===== config.mk =====
export PLATFORM = sky130hd
export DESIGN_NAME = field_result
export DESIGN_NICKNAME = d
export VERILOG_FILES = /design/src/hdl/field_pkg.sv /design/src/hdl/axis_compare.sv /design/src/hdl/field_result.sv
export SDC_FILE = /design/constraint.sdc
export NUM_CORES = 1
export LEC_CHECK = 0
export ABC_AREA = 1
export ABC_CLOCK_PERIOD_IN_PS = 3270
export BUFFER_PORTS_ARGS = -buffer_cell sky130_fd_sc_hd__buf_4
export CORE_UTILIZATION = 32
export DETAILED_ROUTE_END_ITERATION = 7
export HOLD_SLACK_MARGIN = 0.02
export MAX_ROUTING_LAYER = met4
export PLACE_DENSITY = 0.59
export SKIP_LAST_GASP = 1
export SLEW_MARGIN = 25
export SYNTH_ARGS = -nofsm -noshare
export SYNTH_HDL_FRONTEND = slang
export SYNTH_SLANG_ARGS = --single-unit

===== constraint.sdc =====
create_clock -name clock -period 3.27 [get_ports clock]
set_input_delay 0.654 -clock clock [delete_from_list [all_inputs] [get_ports clock]]
set_output_delay 0.654 -clock clock [all_outputs]
set_load 0.01 [all_outputs]

===== src/hdl/field_pkg.sv =====
/*
 * Package for the magnetometer result block: register offsets, status
 * layout, reset values and the carrier structs.
 * Assumes a byte-wide register port driven by a serial interface front end
 * on the same clock.
 */
package field_pkg;

    // ------------------------------------------------------------------
    // Register offsets
    // ------------------------------------------------------------------
    localparam logic [7:0] THRESHOLD_LOW_ADDR  = 8'h65;
    localparam logic [7:0] THRESHOLD_HIGH_ADDR = 8'h66;
    localparam logic [7:0] FIELD_STATUS_ADDR   = 8'h67;
    localparam logic [7:0] FIELD_X_LOW_ADDR    = 8'h68;
    localparam logic [7:0] FIELD_X_HIGH_ADDR   = 8'h69;
    localparam logic [7:0] FIELD_Y_LOW_ADDR    = 8'h6a;
    localparam logic [7:0] FIELD_Y_HIGH_ADDR   = 8'h6b;
    localparam logic [7:0] FIELD_Z_LOW_ADDR    = 8'h6c;
    localparam logic [7:0] FIELD_Z_HIGH_ADDR   = 8'h6d;

    // ------------------------------------------------------------------
    // Status field positions
    // ------------------------------------------------------------------
    localparam int STATUS_ALL_OVERRUN_BIT = 7;
    localparam int STATUS_OVERRUN_LSB     = 4;
    localparam int STATUS_ALL_READY_BIT   = 3;
    localparam int STATUS_READY_LSB       = 0;

    // ------------------------------------------------------------------
    // Reset values
    // ------------------------------------------------------------------
    localparam logic [15:0] THRESHOLD_RESET = 16'h0000;
    localparam logic [7:0]  STATUS_RESET    = 8'h00;
    localparam logic [15:0] FIELD_RESET     = 16'h0000;
    localparam logic [7:0]  READ_UNMAPPED   = 8'h00;

    localparam int AXES = 3;

    // Raw sample set from the sensing front end
    typedef struct packed {
        logic               valid;
        logic [2:0]         axis_valid;
        logic signed [15:0] x;
        logic signed [15:0] y;
        logic signed [15:0] z;
    } sample_t;

    // Register port request from the serial interface
    typedef struct packed {
        logic       wr;
        logic       rd;
        logic [7:0] addr;
        logic [7:0] wdata;
    } reg_req_t;

    typedef struct packed {
        logic       valid;
        logic [7:0] rdata;
    } reg_rsp_t;

endpackage


===== src/hdl/axis_compare.sv =====
/*
 * One axis: hard-iron correction and two-sided threshold compare.
 * Assumes offset and threshold are stable register values on the same clock.
 */
`timescale 1ns/1ps
module axis_compare #(
    parameter int W = 16
) (
    input  wire logic signed [W-1:0] raw,
    input  wire logic signed [W-1:0] offset,
    input  wire logic        [W-1:0] threshold,
    output logic signed      [W-1:0] corrected,
    output logic                     exceed_pos,
    output logic                     exceed_neg
);
    logic signed [W+1:0] thr_wide;
    logic signed [W+1:0] val_wide;

    always_comb begin
        // Zero offset leaves the raw value untouched
        corrected = (offset == '0) ? raw : W'(raw - offset);
        // Threshold is an unsigned magnitude, compared on both sides
        thr_wide  = $signed({2'b00, threshold});
        val_wide  = (W+2)'(corrected);
        exceed_pos = val_wide > thr_wide;
        exceed_neg = val_wide < -thr_wide;
    end
endmodule


===== src/hdl/field_result.sv =====
/*
 * Magnetometer result registers: shared threshold, status byte, field
 * outputs and per-axis threshold flags.
 * Assumes a serial interface front end presents byte reads and writes as
 * one-cycle strobes on this clock, and a sensing front end delivers samples
 * on this clock.
 */
`timescale 1ns/1ps
//
// Contract
// - The upper threshold byte is a writable register at 66h.
// - One unsigned threshold magnitude applies to all three axes.
// - Each axis flags exceeding the threshold above and below its negation.
// - The status byte at 67h is read only; writes are ignored.
// - Status holds all-overrun, z/y/x overrun, all-ready, z/y/x ready.
// - All-overrun sets when a full new set replaces an unread set.
// - An axis overrun sets when new axis data replaces unread axis data.
// - All-ready sets when a complete new three-axis set is available.
// - An axis ready sets when fresh data for that axis is available.
// - X sample is presented low byte at 68h, high byte at 69h.
// - Y sample is presented low byte at 6Ah, high byte at 6Bh.
// - Z sample is presented low byte at 6Ch, high byte at 6Dh.
// - Samples are two's complement across low and high bytes.
// - Output is raw with zero offset, offset-corrected otherwise.
// - The lower threshold byte is a writable register at 65h.
// - Threshold events show as positive and negative flags per axis.
module field_result
    import field_pkg::*;
#(
    parameter int W = 16
) (
    input  wire logic                clock,
    input  wire logic                rst_n,
    input  wire logic                clk_en,
    input  wire reg_req_t            req,
    output reg_rsp_t                 rsp,
    input  wire sample_t             sample,
    input  wire logic signed [W-1:0] offset_x,
    input  wire logic signed [W-1:0] offset_y,
    input  wire logic signed [W-1:0] offset_z,
    output logic [2:0]               positive_exceed,
    output logic [2:0]               negative_exceed
);
    initial begin
        if (W != 16) $error("field_result supports only 16-bit samples");
    end

    // ------------------------------------------------------------------
    // Storage
    // ------------------------------------------------------------------
    logic [15:0]          shared_threshold_q;
    logic signed [15:0]   field_q [AXES];
    logic [2:0]           ready_q;
    logic [2:0]           overrun_q;
    logic                 all_ready_q;
    logic                 all_overrun_q;
    logic [2:0]           read_seen_q;
    logic [2:0]           positive_exceed_q;
    logic [2:0]           negative_exceed_q;
    reg_rsp_t             rsp_q;

    logic signed [15:0]   raw    [AXES];
    logic signed [15:0]   offs   [AXES];
    logic signed [15:0]   corr   [AXES];
    logic [2:0]           pos_hit;
    logic [2:0]           neg_hit;
    logic [2:0]           axis_new;
    logic [2:0]           axis_read;
    logic [2:0]           seen_d;
    logic                 set_done;
    logic [7:0]           status;

    assign raw[0]  = sample.x;
    assign raw[1]  = sample.y;
    assign raw[2]  = sample.z;
    assign offs[0] = offset_x;
    assign offs[1] = offset_y;
    assign offs[2] = offset_z;

    // ------------------------------------------------------------------
    // Per-axis correction and compare
    // ------------------------------------------------------------------
    for (genvar a = 0; a < AXES; a++) begin : g_axis
        axis_compare #(.W(16)) u_cmp (
            .raw        (raw[a]),
            .offset     (offs[a]),
            .threshold  (shared_threshold_q),
            .corrected  (corr[a]),
            .exceed_pos (pos_hit[a]),
            .exceed_neg (neg_hit[a])
        );
    end

    assign axis_new = sample.valid ? sample.axis_valid : 3'b000;

    // ------------------------------------------------------------------
    // Read decode: an axis counts as read once its high byte is read
    // ------------------------------------------------------------------
    always_comb begin
        axis_read = 3'b000;
        if (req.rd) begin
            case (req.addr)
                FIELD_X_HIGH_ADDR: axis_read = 3'b001;
                FIELD_Y_HIGH_ADDR: axis_read = 3'b010;
                FIELD_Z_HIGH_ADDR: axis_read = 3'b100;
                default:           axis_read = 3'b000;
            endcase
        end
    end

    // Combined flags clear once every axis has been read
    assign seen_d   = read_seen_q | axis_read;
    assign set_done = &seen_d;

    assign status = {all_overrun_q, overrun_q, all_ready_q, ready_q};

    // ------------------------------------------------------------------
    // Threshold registers
    // ------------------------------------------------------------------
    always_ff @(posedge clock or negedge rst_n) begin
        if (!rst_n) begin
            shared_threshold_q <= THRESHOLD_RESET;
        end else if (clk_en && req.wr) begin
            if (req.addr == THRESHOLD_LOW_ADDR) begin
                shared_threshold_q[7:0] <= req.wdata;
            end
            if (req.addr == THRESHOLD_HIGH_ADDR) begin
                shared_threshold_q[15:8] <= req.wdata;
            end
            // Writes to status and output bytes are dropped
        end
    end

    // ------------------------------------------------------------------
    // Output samples
    // ------------------------------------------------------------------
    always_ff @(posedge clock or negedge rst_n) begin
        if (!rst_n) begin
            for (int a = 0; a < AXES; a++) begin
                field_q[a] <= FIELD_RESET;
            end
        end else if (clk_en) begin
            for (int a = 0; a < AXES; a++) begin
                if (axis_new[a]) begin
                    field_q[a] <= corr[a];
                end
            end
        end
    end

    // ------------------------------------------------------------------
    // Per-axis ready and overrun; a new sample wins over a read clear
    // ------------------------------------------------------------------
    always_ff @(posedge clock or negedge rst_n) begin
        if (!rst_n) begin
            ready_q   <= STATUS_RESET[2:0];
            overrun_q <= STATUS_RESET[6:4];
        end else if (clk_en) begin
            for (int a = 0; a < AXES; a++) begin
                if (axis_new[a]) begin
                    ready_q[a] <= 1'b1;
                    if (ready_q[a] && !axis_read[a]) begin
                        overrun_q[a] <= 1'b1;
                    end
                end else if (axis_read[a]) begin
                    ready_q[a]   <= 1'b0;
                    overrun_q[a] <= 1'b0;
                end
            end
        end
    end

    // ------------------------------------------------------------------
    // Combined ready and overrun
    // ------------------------------------------------------------------
    always_ff @(posedge clock or negedge rst_n) begin
        if (!rst_n) begin
            all_ready_q   <= STATUS_RESET[STATUS_ALL_READY_BIT];
            all_overrun_q <= STATUS_RESET[STATUS_ALL_OVERRUN_BIT];
            read_seen_q   <= 3'b000;
        end else if (clk_en) begin
            if (sample.valid && (&sample.axis_valid)) begin
                all_ready_q <= 1'b1;
                // A whole set landing over an unread set is an overrun
                if (all_ready_q && !set_done) begin
                    all_overrun_q <= 1'b1;
                end
                read_seen_q <= 3'b000;
            end else if (set_done) begin
                all_ready_q   <= 1'b0;
                all_overrun_q <= 1'b0;
                read_seen_q   <= 3'b000;
            end else begin
                read_seen_q <= seen_d;
            end
        end
    end

    // ------------------------------------------------------------------
    // Threshold event flags, refreshed on each new axis result
    // ------------------------------------------------------------------
    always_ff @(posedge clock or negedge rst_n) begin
        if (!rst_n) begin
            positive_exceed_q <= 3'b000;
            negative_exceed_q <= 3'b000;
        end else if (clk_en) begin
            for (int a = 0; a < AXES; a++) begin
                if (axis_new[a]) begin
                    positive_exceed_q[a] <= pos_hit[a];
                    negative_exceed_q[a] <= neg_hit[a];
                end
            end
        end
    end

    // ------------------------------------------------------------------
    // Read data, one cycle after the strobe
    // ------------------------------------------------------------------
    always_ff @(posedge clock or negedge rst_n) begin
        if (!rst_n) begin
            rsp_q <= '0;
        end else if (clk_en) begin
            rsp_q.valid <= req.rd;
            if (req.rd) begin
                case (req.addr)
                    THRESHOLD_LOW_ADDR:  rsp_q.rdata <= shared_threshold_q[7:0];
                    THRESHOLD_HIGH_ADDR: rsp_q.rdata <= shared_threshold_q[15:8];
                    FIELD_STATUS_ADDR:   rsp_q.rdata <= status;
                    // Two's complement split low then high
                    FIELD_X_LOW_ADDR:    rsp_q.rdata <= field_q[0][7:0];
                    FIELD_X_HIGH_ADDR:   rsp_q.rdata <= field_q[0][15:8];
                    FIELD_Y_LOW_ADDR:    rsp_q.rdata <= field_q[1][7:0];
                    FIELD_Y_HIGH_ADDR:   rsp_q.rdata <= field_q[1][15:8];
                    FIELD_Z_LOW_ADDR:    rsp_q.rdata <= field_q[2][7:0];
                    FIELD_Z_HIGH_ADDR:   rsp_q.rdata <= field_q[2][15:8];
                    default:             rsp_q.rdata <= READ_UNMAPPED;
                endcase
            end
        end
    end

    assign rsp             = rsp_q;
    assign positive_exceed = positive_exceed_q;
    assign negative_exceed = negative_exceed_q;

endmodule


==> impl_metrics.ini, run 1 <==
[status]
outcome = finished with violations
violations = design-rule violations

[placement]
dpl.cell_count = 2264
place.port_buffers = 135
dpl.hpwl_um = 28700
gp_congestion = 0.982
postPlaceCellArea_um2 = 12900

[synthesis]
synthArstFlopShare = 1.00
netlist_instances = 1571
synth_edf_count = 0
avgSynthCellArea_um2 = 6.44
synth-seq-cells = 90
synth_top_area_frac = 0.223
seq_area_frac_synth = 0.223
ys.flop_type = dfrtp_1
synth_area_leaders = dfrtp_1, nand2_1, ha_1, inv_1, o21ai_0
synth_area_um2 = 10100
synth_cell_types = 42
synth.top_cells.by_count = nand2_1, inv_1, ha_1, nor2_1, o21ai_0
yosysMostFrequentCell = nand2_1
syn-num-nets = 1843
yosysTopAreaCell = dfrtp_1
yosys_warnings = 0

[global_routing]
grt_pass1_wl_um = 54900
track_usage = 0.220
busiest_layer = met2
use_met1 = 0.287
grt_pass1_vias = 10800
grtUsageMet3 = 0.0215
met2_usage = 0.353
grt_max_degree = 50
gr-total-overflow = 0
antenna_found_initial = 0

[sta]
finalHoldViolations = 0
setup_viol = 0
max_freq_mhz = 330
fin_crit_ps = 3030
finClkSkew_ps = 12.9
fin_crit_sh = 0.926
maxSlewHeadroom = 0.516
maxSlewViolCount = 0
setup-tns-final_ps = 0
worstMarginPinSlew_ps = 726

[clocking]
h-tree-depth = 3
clk_pin_slew_ps = 80
clk_latency_ps = 350
numCtsBuffers = 9
clock_sinks = 90
clk_path_buf_depth = 2
cts-root-buf = clkbuf_16
cts_tree = yes
postCtsHoldBufs = 0

[layout]
layout-drive-gt1-share = 0.216
antenna_cells = 0
final_area_um2 = 13400
final_cells = 2283
nets = 2154
syn2layout_area_growth_pct = 32.5
post-route-util = 0.434

[worst_setup_path]
start_kind = input port
crit_fanout = 3
critPathTopFamily = simple AND/OR/NAND/NOR gates
critPathBufInv = 3
crit_arrival_ps = 3270
path_class = input port to flop
endpoint_kind = flop
cp_slowest_cell = o21ai_0
path_cells = buf_4 > inv_1 > ha_1 > nand2_1 > nand2_1 > nand2_1 > o21ai_0 > nand3_1 > nand2_1 > nand2_1 > nand3_1 > nand2_1 > inv_1 > ha_1 > a21oi_1 > o21ai_0 > a21oi_1 > nand3_1 > nand2_1 > nand2_1 > nand2_1 > nand2_1
critical_path.max_stage_delay_ps = 330
crit_top_cell = nand2_1
required_ps = 3510

[power_and_ir_drop]
internal-power_w = 0.00302
p_per_area_nw_per_um2 = 378
combPwrFrac = 0.515
net-switching-power_w = 0.00205
p_seq_frac = 0.277
clkPwrFrac = 0.207
totalPowerFinal_w = 0.00507
p_leak_nw = 7.30
peakVddDrop_v = 0.000241
swShare = 0.404

[floorplan]
start_util = 0.328
rows = 64
die_w_um = 180
core_um2 = 30800
dieArea_um2 = 32300
boundaryPins = 136
fp.dieH_um = 180

[route]
ant_nets = 0
vias_per_cell = 4.87
drtIter0Drc = 753
wl_per_cell_um = 15.1
drc = 14
num_vias = 11100
routed_wl_um = 34500
dr.pass1.iters = 8

[flow_run]
maxCapViolCount = 0

[worst_hold_path]
hold_class = input port to async pin
-- power by group through the flow --
stage / Sequential [W] / Combinational, W / Clock, W
2_1_floorplan: 0.00140 / 0.00147 / 0
3_3_place_gp: 0.00142 / 0.00249 / 0
3_5_place_dp: 0.00142 / 0.00255 / 0
4_1_cts: 0.00140 / 0.00257 / 0.00107
6_report: 0.00140 / 0.00261 / 0.00105
5_1_grt: 0.00142 / 0.00298 / 0.00111
-- worst register-to-register path: stages, from the launching register on --
cell and delay (ps):
dfrtp_2 450, inv_2 70, ha_2 180, nand2_1 70, nor2_2 140, nand2_2 80
nor2_2 110, nand4_1 170, nor2_2 170, buf_4 120, nand4_1 100, nor2_1 140
buf_4 150, ha_1 230, nand2_1 70, inv_1 50, nand3_2 70, a21oi_1 50
nor2_2 130, nand3_1 80, nand2_1 60, nand2_1 90, nand2_1 80, nand2_1 40
-- metal layers --
metal	vias to the layer above	share of wire
met5	-	0
met4	0	0.030
met3	57	0.049
met2	259	0.45
met1	5062	0.47
li1	5745	-
-- final cells by class --
class,instances,area [um^2]
Timing Repair Buffer,323,2460
Fill cell,3257,17400
Sequential cell,90,2250
Clock inverter,7,72.6
Inverter,198,747
Clock buffer,9,225
Tap cell,396,495
Multi-Input combinational cell,1260,7140
-- repair_timing --
action / CTS / global route
gates resized for setup: 0 / 43
endpoints found under the setup margin: 0 / 6
buffers inserted: 0 / 3
-- state kept, by name, indices dropped and copies added, names as in the netlist --
signal / flops
field_q: 48
shared_threshold_q: 16
rsp: 9
negative_exceed: 3
overrun_q: 3
positive_exceed: 3
read_seen_q: 3
ready_q: 3
all_overrun_q: 1
all_ready_q: 1
-- kinds of logic (layout without fill, tap and decap cells) --
| group | count (synthesis) | after routing | share of synthesized area |
|---|---|---|---|
| buffers and inverters | 221 | 537 | 0.0838 |
| muxes | 1 | 1 | 0.00111 |
| AOI/OAI and AO/OA | 220 | 220 | 0.114 |
| and+or+nand+nor | 854 | 854 | 0.360 |
| adders and majority gates | 151 | 151 | 0.189 |
| xor gates and xnor gates | 34 | 34 | 0.0294 |
| DFF | 90 | 90 | 0.223 |
-- placed cells by master, fill, tap and decap left out, drive strengths merged, types with 2 or more instances in the layout --
cell | Yosys | final
clkinv | 2 | 5
o21bai | 6 | 6
nor2 | 125 | 125
or2 | 14 | 14
ha | 148 | 148
nor3 | 22 | 22
nand2 | 537 | 537
a21oi | 96 | 96
o21ai | 104 | 104
o21a | 4 | 4
clkbuf | 11 | 9
nand4 | 32 | 32
and2 | 9 | 9
xor2 | 14 | 14
dfrtp | 90 | 90
a21o | 4 | 4
xnor2 | 20 | 20
nand3b | 11 | 11
buf | 12 | 323
fa | 3 | 3
a32o | 2 | 2
nor3b | 2 | 2
nand3 | 100 | 100
inv | 196 | 199
nor4 | 2 | 2
-- through the flow --
step,setup slack (ps),hold slack [ps]
3_5_place_dp,-245,466
4_1_cts,82.2,321
5_1_grt,-4.54,339
2_1_floorplan,289,358
3_3_place_gp,-243,462
6_report,243,302
-- final timing paths --
kind,from,end,slack [ps],cells after the start
worst max-delay path,offset_y[1],negative_exceed[1],240,22
worst min-delay path,rst_n,field_q[43],300,1
worst max register to register,shared_threshold_q[1],negative_exceed[0],250,23
worst min register to register,field_q[5],field_q[5],480,2
max in group asynchronous,rst_n,field_q[23],2260,2
min in group clock,field_q[5],field_q[5],480,2
No activity file was read; power rests on OpenSTA's default activity.
==> run 2: changes to the inputs <==
- ABC_CLOCK_PERIOD_IN_PS: 3270 -> 3550
- PLACE_DENSITY: 0.59 -> 0.51
- clock period: 3.27 -> 3.55 ns (I/O delays scaled with it)
==> run 2 against run 1 <==
  * The flow still finishes with violations (design-rule violations)
  * Critical path type unchanged
  * Final cell count is 5.1% lower
  * Routed wire length increased by 1.2%
  * Count of clock-buffer cells in the layout unchanged
==> impl_metrics.ini, run 2 (synthesized netlist as in run 1, its figures left out) <==
[status]
outcome = finished with violations
violations = design-rule violations

[floorplan]
rows = 64
core_um2 = 30800
die_w_um = 180
dieArea_um2 = 32300
start_util = 0.328
fp.dieH_um = 180
boundaryPins = 136

[sta]
maxSlewViolCount = 0
fin_crit_sh = 0.907
timing.final.ws_setup_ps = 329
worstMarginPinSlew_ps = 738
finClkSkew_ps = 10.2
holdWs_ps = 369
setup_viol = 0
finalHoldViolations = 0
rsz0062_at_grt = false
fin_crit_ps = 3220
max_freq_mhz = 310
maxSlewHeadroom = 0.503

[worst_setup_path]
critPathTopFamily = simple AND/OR/NAND/NOR gates
start_kind = input port
endpoint_kind = flop
crit_start = sample[32]
crit_fanout = 4
required_ps = 3810
cp_slowest_cell = fa_1
r2r-start = shared_threshold_q[1]
critPathBufInv = 4
crit_top_cell = nand2_1
crit_arrival_ps = 3480
path_class = input port to flop
critical_path.max_stage_delay_ps = 410

[placement]
pre_cts_ws_ps = -50.5
gp_congestion = 0.959
place.port_buffers = 135
dpl.hpwl_um = 28900

[global_routing]
track_usage = 0.226
grt_max_degree = 47
grt_pass1_wl_um = 55600
gr-total-overflow = 0
grt_pass1_vias = 10100
antenna_found_initial = 0

[layout]
layout_common_cells = nand2_1, buf_4, inv_1, ha_1, nor2_1
layout_commonest_cell = nand2_1
layout-drive-gt1-share = 0.145
nets = 2038
regMostFlops = field_q
ff_latch_area_um2 = 2250
largest_reg_flops = 48
n_fill_cell = 3346
multi_input_area_um2 = 7030
antenna_cells = 0
syn2layout_area_growth_pct = 22.8

[power_and_ir_drop]
p_per_area_nw_per_um2 = 360
p_leak_nw = 6.75
totalPowerFinal_w = 0.00447
peakVddDrop_v = 0.000268

[clocking]
cts_tree = yes
clk_latency_ps = 360
postCtsSetupBuffers = 0
cts-root-buf = clkbuf_16
clock_sinks = 90
h-tree-depth = 3
clk_path_buf_depth = 2
numCtsBuffers = 9
cts-resized-gates = 0
clk_pin_slew_ps = 80
postCtsHoldBufs = 0

[route]
drc = 8
drtIter0Drc = 657
dr.pass1.iters = 7
routed_wl_um = 35000
num_vias = 10600
vias_per_cell = 4.88
wl_per_cell_um = 16.1
ant_nets = 0

[flow_run]
maxCapViolCount = 0

[worst_hold_path]
hold_class = input port to async pin
==> run 2: report_power, final <==
group	internal (W)	switching, W
Combinational	0.000904	0.00127
Clock	0.000502	0.000489
Sequential	0.00119	0.000108
Total	0.00260	0.00187
==> run 2: worst reg2reg max path, cell delays in order (launching register included) <==
cell,delay [ps]
dfrtp_1,460
inv_1,110
ha_1,180
nand2_1,70
nor2_1,160
nand2_1,120
nor2_1,140
nand4_1,150
nor2_1,160
nand2_1,80
o21ai_0,170
nand2_1,180
buf_4,180
ha_1,260
nand3_1,90
nor2_1,180
nand4_1,130
nand4_1,110
nand2_1,80
nand2_1,70
nand2_1,50
==> run 2: worst paths after layout <==
path | cells after the start | to | slack [ps]
max reg2reg | 20 | negative_exceed[0] | 330
min | 1 | all_ready_q | 370
min reg2reg | 2 | rsp[8] | 480
max in group asynchronous | 2 | field_q[8] | 2370
min in group clock | 2 | rsp[8] | 480
max | 25 | negative_exceed[0] | 330
==> run 2: metrics by stage <==
step / utilization / setup TNS (ps) / cell area (um^2) / instances
finish: 0.403 / 0 / 12400 / 2167
global route: 0.403 / 0 / 12400 / 2167
CTS: 0.402 / 0 / 12400 / 2167
detailed placement: 0.392 / -96.6 / 12100 / 2151
global placement: 0.392 / -76.4 / 12100 / 2151
floorplan: - / 0 / 10100 / 1571
==> run 2: layout make-up <==
| cell class | instances | share of cell area |
|---|---|---|
| timing repair buffer | 207 | 0.128 |
| sequential | 90 | 0.181 |
| clock inverter | 7 | 0.00655 |
| multi-input combinational | 1260 | 0.566 |
| tap | 396 | 0.0399 |
| inverter | 198 | 0.0602 |
| clock buffer | 9 | 0.0181 |
==> run 2: metal layers <==
metal	GRT usage	share of wire	routed length (um)
met1	0.308	0.49	17100
met2	0.362	0.46	15900
met4	0.0507	0.016	556
met5	-	0	0
met3	0.0178	0.039	1360
==> run 3: changes to the inputs <==
==> constraint.sdc (replaced) <==
create_clock -name clock -period 3.55 [get_ports clock]
set_input_delay 1.065 -clock clock [delete_from_list [all_inputs] [get_ports clock]]
set_output_delay 1.065 -clock clock [all_outputs]
set_load 0.01 [all_outputs]
==> run 3 against run 2 <==
  * The run still ends with design-rule violations left
  * Combinational power is 21% higher
  * Via count is 6.2% higher
  * Die area stayed put
  * Sequential cell count stayed put
  * Sequential share of layout area is 2.4 points lower
==> impl_metrics.ini, run 3 (synthesized netlist as in run 1, its figures left out) <==
[route]
wl_met3_um = 1390
ant_nets = 0
top_layer_used = met4
dr.pass1.iters = 7
vias_per_cell = 4.81
routed_wl_um = 36300
drtIter0Drc = 764
num_vias = 11200
dr_wl_met2_um = 16600
drc = 8
wl_met1_um = 17400
wl_per_cell_um = 15.5

[sta]
worstMarginPinSlew_ps = 676
rsz0062_at_grt = true
finClkSkew_ps = 10.1
max_freq_mhz = 296
fin_crit_ps = 3380
maxSlewHeadroom = 0.549
finalHoldViolations = 0
fin_crit_sh = 0.951
maxSlewViolCount = 0
setup_viol = 0
setup-tns-final_ps = 0

[power_and_ir_drop]
p_per_area_nw_per_um2 = 345
internal-power_w = 0.00290
totalPowerFinal_w = 0.00492
clkPwrFrac = 0.203
p_seq_frac = 0.263
peakVddDrop_v = 0.000222
combPwrFrac = 0.534
net-switching-power_w = 0.00202
p_leak_nw = 7.60
swShare = 0.411

[floorplan]
die_w_um = 180
boundaryPins = 136
fp.dieH_um = 180
start_util = 0.328
dieArea_um2 = 32300
rows = 64
core_um2 = 30800

[worst_setup_path]
endpoint_kind = flop
path_class = input port to flop
crit_fanout = 4
crit_arrival_ps = 3670
required_ps = 3840
start_kind = input port

[layout]
nets = 2206
antenna_cells = 0
layout_commonest_cell = nand2_1
n_fill_cell = 3194
regMostFlops = field_q
final_area_um2 = 14300
post-route-util = 0.463
layout_common_cells = nand2_1, buf_4, inv_1, ha_1, nor2_1
syn2layout_area_growth_pct = 41.2
largest_reg_flops = 48
layout-drive-gt1-share = 0.284

[clocking]
clk_path_buf_depth = 2
clk_latency_ps = 360
postCtsHoldBufs = 0
numCtsBuffers = 9
cts_tree = yes
clk_pin_slew_ps = 70
clock_sinks = 90
cts-root-buf = clkbuf_16
h-tree-depth = 3

[placement]
postPlaceCellArea_um2 = 13300
place.port_buffers = 135
gp_congestion = 0.931
dpl.hpwl_um = 29600

[global_routing]
grt_pass1_vias = 10800
antenna_found_initial = 0
track_usage = 0.229
gr-total-overflow = 0
grt_max_degree = 51
grt_pass1_wl_um = 57300

[status]
outcome = finished with violations
violations = design-rule violations

[worst_hold_path]
hold_class = flop to flop

[flow_run]
maxCapViolCount = 0
## run 3: cell types whose count changed in the layout (fill, tap and decap cells not counted), moves of 18 or more
| cell | change |
|---|---|
| a21oi_1 | -21 |
| a21oi_2 | +19 |
| buf_4 | +169 |
| ha_1 | -18 |
| nand2_1 | -26 |
| nand2_2 | +22 |
## run 3: critical path, cell delays in order
cell	delay, ps
buf_4	110
inv_1	50
ha_1	130
inv_1	60
fa_2	400
nand3_2	90
nand2_4	80
nand2_2	70
nand2_2	70
xnor2_2	170
a21oi_2	90
buf_4	160
ha_1	300
nand2_2	80
nor2_2	100
nand2_1	70
nor3_2	190
nor3_2	70
a21oi_1	140
nand2_1	100
nand2_1	60
## run 3: metal layers
metal,up-vias,global-route usage
met5,-,-
met4,0,0.0610
met3,43,0.0180
met2,254,0.368
met1,5087,0.310
li1,5851,-
## run 3: power groups by stage
stage,logic (W),registers [W],clock network [W]
CTS,0.00244,0.00130,0.00101
global route,0.00297,0.00132,0.00106
finish,0.00263,0.00129,0.000997
floorplan,0.00135,0.00129,0
detailed placement,0.00242,0.00131,0
global placement,0.00240,0.00131,0
## run 3: per-stage QoR
step | hold slack, ps | instances | setup WS [ps]
2_1_floorplan | 449 | 1571 | 158
6_report | 481 | 2335 | 174
4_1_cts | 485 | 2330 | 33.1
3_5_place_dp | 466 | 2314 | -403
5_1_grt | 498 | 2335 | -55.8
3_3_place_gp | 464 | 2314 | -390
## run 3: final cells by class
cell class	instances	area, um^2	share of cell area
clock buffers	9	225	0.0158
clock inverters	7	83.8	0.00587
inverters	198	751	0.0526
multi-input cells	1260	7630	0.534
flip-flops and latches	90	2250	0.158
well taps	396	495	0.0347
repair buffers	375	2840	0.199
## run 3: path summary, 6_finish.rpt
kind / start / endpoint / slack, ps / cells after the start
setup / recovery: sample[16] / positive_exceed[1] / 170 / 21
hold / removal: field_q[5] / field_q[5] / 480 / 2
setup reg to reg: shared_threshold_q[1] / negative_exceed[2] / 350 / 20
hold reg to reg: field_q[5] / field_q[5] / 480 / 2
max in group asynchronous: rst_n / field_q[5] / 2150 / 2
min in group asynchronous: rst_n / overrun_q[0] / 700 / 1
## run 3: timing repair
item	CTS	global route
setup endpoints to repair	3	6
resized for setup	6	148
pin swaps	0	41
setup buffers	0	6
endpoints found under the hold margin	0	0
